**src/jump_inc_map.svh**
```systemverilog
/*
 * Encodings, field positions, reset values and address constants for the
 * jump and increment executor. Definitions only; included by bare name.
 */
`ifndef JUMP_INC_MAP_SVH
`define JUMP_INC_MAP_SVH

// First jump word: top byte is the opcode, low byte carries target 7..0
`define JMP_OPC       8'hEF
`define JMP_OPC_HI    15
`define JMP_OPC_LO    8
// Second jump word: top nibble prefix, low 12 bits carry target 19..8
`define JMP_PFX       4'hF
`define JMP_PFX_HI    15
`define JMP_PFX_LO    12
`define JMP_UPPER_HI  11
// Increment word: 6-bit opcode, destination bit, bank bit, 8-bit address
`define INC_OPC       6'h0A
`define INC_OPC_HI    15
`define INC_OPC_LO    10
`define INC_D_BIT     9
`define INC_A_BIT     8
`define OPND_HI       7
// Access bank split and indexed literal offset limit
`define ACC_SPLIT     8'h60
`define IDX_MAX       8'h5F
`define ACC_LO_BANK   4'h0
`define ACC_HI_BANK   4'hF
// Widths
`define PC_W          21
`define TGT_W         20
`define ADDR_W        12
`define BANK_W        4
`define FLAG_W        5
// Status bit positions
`define FLAG_C        0
`define FLAG_DC       1
`define FLAG_Z        2
`define FLAG_OV       3
`define FLAG_N        4
// Reset values and arithmetic constants
`define STATUS_RST    5'h00
`define W_RST         8'h00
`define BYTE_ZERO     8'h00
`define BYTE_ONE      8'h01
`define BYTE_MAXPOS   8'h7F
`define NIB_ONES      4'hF
`define WORD_ZERO     16'h0000
`define PC_ZERO       21'h000000

`endif

```
**src/jump_inc_pkg.sv**
```systemverilog
/*
 * Types shared by the jump and increment executor: phase and kind enums and
 * the packed state record. Assumes jump_inc_map.svh is on the include path.
 */
`include "jump_inc_map.svh"

package jump_inc_pkg;

	typedef enum logic [1:0]
	{
		PH_Q1 = 2'b00,
		PH_Q2 = 2'b01,
		PH_Q3 = 2'b10,
		PH_Q4 = 2'b11
	} phase_e;

	typedef enum logic [1:0]
	{
		K_NONE = 2'b00,
		K_JUMP = 2'b01,
		K_INC  = 2'b10
	} kind_e;

	typedef struct packed
	{
		phase_e                 phase;
		kind_e                  kind;
		logic                   flush;
		logic [15:0]            ir;
		logic [7:0]             k_lo;
		logic                   dest;
		logic [7:0]             data;
		logic [7:0]             result;
		logic [`FLAG_W-1:0]     flags_new;
		logic [`ADDR_W-1:0]     rf_addr;
		logic                   rf_we;
		logic [7:0]             rf_wdata;
		logic [7:0]             w;
		logic [`FLAG_W-1:0]     status;
		logic [`PC_W-1:0]       pc_target;
		logic                   pc_load;
	} exec_s;

endpackage

```
**src/jump_inc_exec.sv**
```systemverilog
/*
 * Decode and execute of the absolute jump and the register increment.
 * Four phases make one instruction cycle. Assumes the fetch path shows the
 * current instruction on prog_word in phase 1 and the following program word
 * by phase 4, and that the register file answers rf_rd_data combinationally
 * from rf_addr_r. bank_sel, idx_base and ext_en come from core logic on clk.
 */
`timescale 1ns/1ps
`include "jump_inc_map.svh"

// Contract
// - Jump is two words: opcode plus target 7..0, then 1111 plus 19..8.
// - Jump target is an unsigned 20-bit literal, full range allowed.
// - Jump loads target into program counter bits 20..1; flags untouched.
// - Jump always takes two cycles and occupies two program words.
// - Increment word: 0010 10, destination bit, bank bit, 8-bit address.
// - Increment register address operand spans 0 through 255.
// - Add one; result to accumulator when d is 0, else to register.
// - Bank bit 0 resolves the address in the access bank.
// - Bank bit 1 uses bank select register to pick the bank.
// - Bank bit 0 with extended set: addresses up to 95 are indexed.
// - Increment updates carry, digit carry, negative, overflow, zero.
// - Incrementing all-ones wraps to zero, sets zero, carry, digit carry.
module jump_inc_exec
	import jump_inc_pkg::*;
(
	input  wire logic                    clk,
	input  wire logic                    rst,
	input  wire logic [15:0]             prog_word,
	input  wire logic [`BANK_W-1:0]      bank_sel,
	input  wire logic [`ADDR_W-1:0]      idx_base,
	input  wire logic                    ext_en,
	input  wire logic [7:0]              rf_rd_data,
	output jump_inc_pkg::phase_e         phase_r,
	output logic                         flush_r,
	output logic [`PC_W-1:0]             pc_target_r,
	output logic                         pc_load_r,
	output logic [`ADDR_W-1:0]           rf_addr_r,
	output logic                         rf_we_r,
	output logic [7:0]                   rf_wdata_r,
	output logic [7:0]                   w_r,
	output logic [`FLAG_W-1:0]           status_r
);
	import jump_inc_pkg::*;

	exec_s st_r;
	exec_s st_nxt;

	// Operand address: banked, access bank or indexed off the index base
	// The index sum wraps at 12 bits, so a high base can land in bank 0
	function automatic logic [`ADDR_W-1:0] resolve_addr
	(
		input logic [15:0]         word,
		input logic [`BANK_W-1:0]  bsel,
		input logic [`ADDR_W-1:0]  base,
		input logic                ext
	);
		logic [7:0] f;
		f = word[`OPND_HI:0];
		if (word[`INC_A_BIT])
			resolve_addr = {bsel, f};
		else if (ext && (f <= `IDX_MAX))
			resolve_addr = base + {4'h0, f};
		else if (f < `ACC_SPLIT)
			resolve_addr = {`ACC_LO_BANK, f};
		else
			resolve_addr = {`ACC_HI_BANK, f};
	endfunction

	// Flags produced by adding one to a byte
	function automatic logic [`FLAG_W-1:0] inc_flags
	(
		input logic [7:0] d
	);
		logic [8:0] sum;
		sum = {1'b0, d} + {1'b0, `BYTE_ONE};
		inc_flags = `STATUS_RST;
		inc_flags[`FLAG_C]  = sum[8];
		inc_flags[`FLAG_DC] = (d[3:0] == `NIB_ONES);
		inc_flags[`FLAG_Z]  = (sum[7:0] == `BYTE_ZERO);
		inc_flags[`FLAG_OV] = (d == `BYTE_MAXPOS);
		inc_flags[`FLAG_N]  = sum[7];
	endfunction

	always_comb
	begin
		st_nxt = st_r;
		st_nxt.pc_load = 1'b0;
		st_nxt.rf_we = 1'b0;
		unique case (st_r.phase)
			PH_Q1:
			begin
				st_nxt.phase = PH_Q2;
				st_nxt.ir = prog_word;
				st_nxt.kind = K_NONE;
				// The fetched word after a jump is discarded, not decoded
				if (!st_r.flush)
				begin
					if (prog_word[`JMP_OPC_HI:`JMP_OPC_LO] == `JMP_OPC)
						st_nxt.kind = K_JUMP;
					else if (prog_word[`INC_OPC_HI:`INC_OPC_LO] == `INC_OPC)
					begin
						st_nxt.kind = K_INC;
						st_nxt.dest = prog_word[`INC_D_BIT];
						st_nxt.rf_addr = resolve_addr(prog_word, bank_sel,
							idx_base, ext_en);
					end
				end
			end
			PH_Q2:
			begin
				st_nxt.phase = PH_Q3;
				if (st_r.kind == K_JUMP)
					st_nxt.k_lo = st_r.ir[`OPND_HI:0];
				if (st_r.kind == K_INC)
					st_nxt.data = rf_rd_data;
			end
			PH_Q3:
			begin
				st_nxt.phase = PH_Q4;
				if (st_r.kind == K_INC)
				begin
					st_nxt.result = st_r.data + `BYTE_ONE;
					st_nxt.flags_new = inc_flags(st_r.data);
				end
			end
			PH_Q4:
			begin
				st_nxt.phase = PH_Q1;
				st_nxt.flush = 1'b0;
				if (st_r.kind == K_JUMP)
				begin
					// Flush holds for the whole next cycle; status left alone
					st_nxt.flush = 1'b1;
					// A bad second word loads nothing but still drops the fetched word
					if (prog_word[`JMP_PFX_HI:`JMP_PFX_LO] == `JMP_PFX)
					begin
						st_nxt.pc_target = {prog_word[`JMP_UPPER_HI:0],
							st_r.k_lo, 1'b0};
						st_nxt.pc_load = 1'b1;
					end
				end
				if (st_r.kind == K_INC)
				begin
					st_nxt.status = st_r.flags_new;
					if (st_r.dest)
					begin
						st_nxt.rf_we = 1'b1;
						st_nxt.rf_wdata = st_r.result;
					end
					else
						st_nxt.w = st_r.result;
				end
				st_nxt.kind = K_NONE;
			end
		endcase
	end

	always_ff @(posedge clk or posedge rst)
	begin
		if (rst)
		begin
			st_r.phase <= PH_Q1;
			st_r.kind <= K_NONE;
			st_r.flush <= 1'b0;
			st_r.ir <= `WORD_ZERO;
			st_r.k_lo <= `BYTE_ZERO;
			st_r.dest <= 1'b0;
			st_r.data <= `BYTE_ZERO;
			st_r.result <= `BYTE_ZERO;
			st_r.flags_new <= `STATUS_RST;
			st_r.rf_addr <= {`ACC_LO_BANK, `BYTE_ZERO};
			st_r.rf_we <= 1'b0;
			st_r.rf_wdata <= `BYTE_ZERO;
			st_r.w <= `W_RST;
			st_r.status <= `STATUS_RST;
			st_r.pc_target <= `PC_ZERO;
			st_r.pc_load <= 1'b0;
		end
		else
			st_r <= st_nxt;
	end

	assign phase_r     = st_r.phase;
	assign flush_r     = st_r.flush;
	assign pc_target_r = st_r.pc_target;
	assign pc_load_r   = st_r.pc_load;
	assign rf_addr_r   = st_r.rf_addr;
	assign rf_we_r     = st_r.rf_we;
	assign rf_wdata_r  = st_r.rf_wdata;
	assign w_r         = st_r.w;
	assign status_r    = st_r.status;
endmodule

```
**config.mk**
```make
export PLATFORM = sky130hd
export DESIGN_NAME = jump_inc_exec
export DESIGN_NICKNAME = d
export VERILOG_FILES = /design/src/jump_inc_pkg.sv /design/src/jump_inc_exec.sv
export VERILOG_INCLUDE_DIRS = /design/src
export SDC_FILE = /design/constraint.sdc
export NUM_CORES = 1
export LEC_CHECK = 0
export BUFFER_PORTS_ARGS = -buffer_cell sky130_fd_sc_hd__buf_2
export CAP_MARGIN = 25
export CELL_PAD_IN_SITES_DETAIL_PLACEMENT = 1
export CELL_PAD_IN_SITES_GLOBAL_PLACEMENT = 2
export CORE_MARGIN = 2
export CORE_UTILIZATION = 36
export DETAILED_ROUTE_END_ITERATION = 10
export PLACE_DENSITY = 0.89
export SLEW_MARGIN = 10
export SYNTH_ARGS = -nofsm -noshare
export SYNTH_HDL_FRONTEND = slang
export SYNTH_SLANG_ARGS = --single-unit
```
**constraint.sdc**
```tcl
create_clock -name clk -period 3.3 [get_ports clk]
set_clock_uncertainty 0.05 [all_clocks]
set_input_delay 0.33 -clock clk [delete_from_list [all_inputs] [get_ports clk]]
set_output_delay 0.33 -clock clk [all_outputs]
set_load 0.02 [all_outputs]
```
### Yosys cells after proc, flatten, opt, wreduce, memory -nomap -nowiden

Index checks and enable logic that the tools add are counted.

| cells by class | value |
|---|---|
| add/sub/neg operators | 3 |
| magnitude comparators | 2 |
| equality and inequality tests | 10 |
| mux-type cells | 15 |
| bitwise operators | 3 |
| reductions and logical operators | 12 |

Operators with widths:

| kind | count |
|---|---|
| $mux 22 | 3 |
| $mux 44 | 1 |
| $mux 12 | 3 |
| $add 12x8->12 | 1 |
| $add 8x1->9 const B | 1 |
| $mux 9 | 1 |
| $reduce_and 3->1 | 3 |
| $add 8x1->8 const B | 1 |
| $eq 4x4->1 const B | 2 |
| $eq 8x7->1 const B | 1 |
| $eq 8x8->1 const B | 1 |
| $le 8x7->1 const B | 1 |
| $logic_not 8->1 | 1 |
| $lt 8x7->1 const B | 1 |
| $mux 8 | 1 |
| $pmux 2 s4 | 1 |
| $reduce_and 2->1 | 4 |
| $eq 2x2->1 const B | 3 |
| $eq 6x4->1 const B | 1 |
| $mux 2 | 3 |
| $eq 2x1->1 const B | 2 |
| $pmux 2 s2 | 1 |
| $reduce_and 4->1 | 1 |
| $not 1->1 | 3 |
| other kinds (4) | 4 |

| word-level totals | value |
|---|---|
| flip-flop bits (word level) | 98 |
| output and inout port bits | 59 |
| word-level logic and storage cells | 61 |

### Depth between registers and ports, before layout

| depth | value |
|---|---|
| depth after elaboration | 5 |
| mapped depth | 8 |

### Least setup slack after synthesis

OpenSTA, ideal clock, no wires.

| timing path | value |
|---|---|
| path type | input to register |
| from | in prog_word[0] |
| to | reg st_r (netlist bit rf_addr_r[8]) |
| arrival | 1.755 ns |
| data required time | 3.155 ns |
| slack | 1.399 ns |
| cell stages on the path | 8 |
| path buffers | 0 |
| cells stage by stage | ha_1 -> inv_1 -> fa_1 -> nand2b_1 -> a21oi_1 -> o21ai_0 -> xor2_1 -> o31ai_1 |

| on the way | value |
|---|---|
| cells in the longest elaborated chain, start to end | 4 |
| elaborated cells on any way between the ends | 7 |

Ends and longest elaborated chain:

| what | RTL line | text |
|---|---|---|
| start, declared | jump_inc_exec.sv:29 | `input wire logic [15:0] prog_word,` |
| $lt 8x7->1 (no source line) or $le 8x7->1 (tied branches) | n/a |  |
| $mux 12 or $logic_and 1x1->1 (tied branches) | jump_inc_exec.sv:64, jump_inc_exec.sv:62 |  |
| $mux 12 (*) | jump_inc_exec.sv:62 | `` else if (ext && (f <= `IDX_MAX)) `` |
| $mux 12 (*) | jump_inc_exec.sv:60 | `` if (word[`INC_A_BIT]) `` |
| end signal, assigned | jump_inc_exec.sv:181 | `st_r <= st_nxt;` |
| end, declared | jump_inc_exec.sv:46 | `exec_s st_r;` |

Mark *: on every way between the ends. The rest lies on a longest branch, timed or not.
A chain may end at the register's enable or synchronous reset.

### Final worst setup path

| timing path | value |
|---|---|
| from | reg st_r (netlist bit phase_r[0]) |
| to | reg st_r (netlist bit rf_addr_r[5]) |

| on the way | value |
|---|---|
| cells in the longest elaborated chain, start to end | 2 |

Ends and longest elaborated chain:

| what | RTL line | text |
|---|---|---|
| $logic_not 2->1 | jump_inc_exec.sv:90 | `unique case (st_r.phase)` |
| $reduce_and 4->1 (no source line) | n/a |  |

No other way between the ends.

==> summary.md <==
| Metric | Value |
|---|---|
| Outcome | complete, no violations |
| Layout net count | 516 |
| I/O pins | 102 |
| Buf+Inv Stages, Crit Path | 1 |
| Crit path kind | reg -> reg |
| Final WS setup | 933 ps |
| Endpoints failing hold | 0 |
| VDD IR max | 0.227 mV |
| Max Slew Vio Count | 0 |
| Most common cell after layout, fill and taps aside | buf_2 |
| Clock Sinks | 97 |
| CP startpoint kind | flip-flop |
| First drt pass iteration count | 4 |
| Most frequent cells in the layout | buf_2, dfrtp_1, mux2_2 |
| Initial antenna violation count | 0 |
| Post-Syn Area | 0.00487 sq mm |
| Mapped Cells | 409 |
| Root Buffer | clkbuf_16 |
| Clock Path Buffers | 2 |
| RSZ-0062 raised after global routing | no |
| Post-route antenna net violation count | 0 |
| Final wirelength | 10.2 mm |
| CP Max Fanout | 29 |
| Sequential power share | 48.8% |
| Resized Gates After CTS | 0 |
| # DRC | 0 |
| Dpl hpwl | 7.79 mm |
| Core box area | 0.0132 sq mm |
| Period Utilization, post-route | 71.7% |
| Initial Util | 36.8% |
| PD cells | 475 mW/mm^2 |
| EDFF count, synth | 0 |
| Setup-failing EPs final | 0 |
| Post-DP Area | 0.00515 sq mm |
| H-tree depth | 3 |
| Type of the worst min-delay path | in -> async |
| Mean post-synth cell area | 11.9 sq um |
| CP max stage delay | 600 ps |
| Dominant synthesized flop cell | dfrtp_1 |
| CTS tree | built |
| Worst r2r src | phase_r[0] |
| First-pass GRT wire length | 16.9 mm |
| Die height | 120 microns |
| Async set-reset flop share out of synthesis | 100% |
| # Max-Cap Violations | 0 |
| Internal | 1.96 mW |
| Critical path capture point type | flip-flop |
| Unique masters post-synth | 51 |
| Pin count of the biggest net entering global routing | 50 |
| Grt ovf | 0 |
| Post-CTS Setup Inserts | 0 |
| TNS Setup | 0 ps |
| Seq. cell area | 0.00243 sq mm |
| Slowest CP cell | nand3_2 |
| Clock-pin slew on the worst setup and hold paths | 70 ps |
| Worst Tran Pin Value | 636 ps |
| DP Worst Slack | 880 ps |
| Fillers | 1480 |
| Net Count, Synth | 467 |
| Area Overhead vs Synth | 12.0% |
| Fin area | 0.00546 sq mm |
| Combinational Power Share | 9.3% |
| Sw Share | 24.4% |
| Worst-Skew Late Latency | 350 ps |
| M1 WL | 4.79 mm |
| Sequence of cells on the critical path | inv_1, ha_1, nand3_2, nor2b_2, a22oi_1, o31ai_1 |
| NetSw | 0.633 mW |
| 1st-iter DRT viols | 135 |
| Number of global-route vias before repair | 3301 |
| Num CTS Buffers | 9 |
| Multi-input gate area | 0.00192 sq mm |
| Wire length per cell | 16.0 microns |
| Met3 Wirelength | 472 microns |
| Crit path DAT | 2560 ps |
| Crit path time final | 2370 ps |
| Number of port buffers | 100 |
| N_diodes | 0 |
| Lkg Pwr | 2.82 nW |
| Clock power frac | 41.9% |
| Hold Buf Count CTS | 0 |
| Row count | 42 |
| Worst path top cell family by delay | simple AND/OR/NAND/NOR gates |
| Syn. warnings | 0 |
| Fmax | 423 MHz |
| CP Launch Point | phase_r[0] |
| Relative slew margins | 57.6% |
| Fraction of layout instances using a drive strength above 1 | 43.6% |
| Die W | 120 microns |
| Detailed-route via count | 3077 |
| Total GRT Usage | 15.1% |
| WL met2 | 4.82 mm |
| DR vias/cell | 4.82 |
| Placer congestion estimate | 0.827 |
| Tot Pwr | 2.59 mW |
| Max Used Layer | met4 |
| Die area | 0.0145 sq mm |
| WP data required | 3490 ps |
| #FFs+latches synth | 97 |
| Sequential area share after synthesis | 49.8% |
worst reg2reg max path, stage by stage (launching register included):
cell     delay, ps
dfrtp_1        410
inv_1          120
ha_1           480
nand3_2        600
nor2b_2        380
a22oi_1        110
o31ai_1        100
state kept, by name, summed over array words and instances (netlist names):
signal,flops
flush_r,1
pc_load_r,1
pc_target_r,20
phase_r,2
rf_addr_r,12
rf_wdata_r,8
rf_we_r,1
st_r,39
status_r,5
w_r,8
power by group through the flow:
| stage | clock network, mW | registers [mW] | logic (mW) |
|---|---|---|---|
| after floorplan | 0 | 1.27 | 0.177 |
| after global placement | 0 | 1.28 | 0.235 |
| after detailed placement | 0 | 1.29 | 0.244 |
| after CTS | 1.12 | 1.26 | 0.246 |
| after global routing | 1.18 | 1.27 | 0.271 |
| final | 1.09 | 1.26 | 0.241 |
metal layers:
layer  global-route usage, %  vias to the layer above
li1                        -                     1470
met1                    20.1                     1514
met2                    24.4                       80
met3                    3.07                       13
met4                    5.67                        0
met5                       0                        -
cell families after synthesis:
| logic type | after synthesis | synth area share (%) |
|---|---|---|
| buf+inv | 78 | 10.9 |
| compound gates | 51 | 6.73 |
| other cells | 1 | 0.0769 |
| simple gates | 79 | 8.93 |
| flops | 97 | 49.8 |
| mux | 75 | 17.2 |
| xor+xnor | 13 | 2.34 |
| fa+ha+maj | 15 | 4.01 |
area by class of cell:
type | count | share of cell area (%)
tap | 176 | 4.03
timing repair buffer | 104 | 9.72
inverter | 12 | 0.871
clock inverter | 5 | 1.12
sequential | 97 | 44.5
clock buffer | 11 | 4.63
multi-input combinational | 234 | 35.2
worst paths after layout:
path	endpoint	slack [ps]	cells past startpoint
max reg2reg	rf_addr_r[5]	930	6
min in group clk	pc_target_r[20]	180	2
max	rf_addr_r[5]	930	6
min	w_r[7]	10	2
min reg2reg	rf_addr_r[0]	430	2
max in group asynchronous	st_r[85]	2370	3
Yosys cell counts (3+ instances only):
library cell	instances	area [sq um]
a22oi_1	5	37.5
o31ai_1	7	52.6
nor2b_1	6	37.5
nor3_1	9	45.0
o211ai_1	3	22.5
buf_4	58	435
dfrtp_1	97	2430
nand3_1	7	35.0
nand4_1	3	18.8
xnor2_1	3	26.3
inv_1	12	45.0
mux2i_1	5	50.1
buf_2	4	20.0
a21oi_1	12	60.1
mux2_2	69	777
ha_1	14	175
nand2_1	30	113
nand2b_1	5	31.3
o21ai_0	13	65.1
xor2_1	10	87.6
through the flow:
stage | hold WS [ps] | std cells | util (%)
2_1_floorplan | 395 | 409 | -
3_3_place_gp | 398 | 623 | 38.9
3_5_place_dp | 411 | 623 | 38.9
4_1_cts | 33.4 | 639 | 41.2
5_1_grt | 59.6 | 639 | 41.2
6_report | 10.3 | 639 | 41.2
No activity file was read; power rests on OpenSTA's default activity.
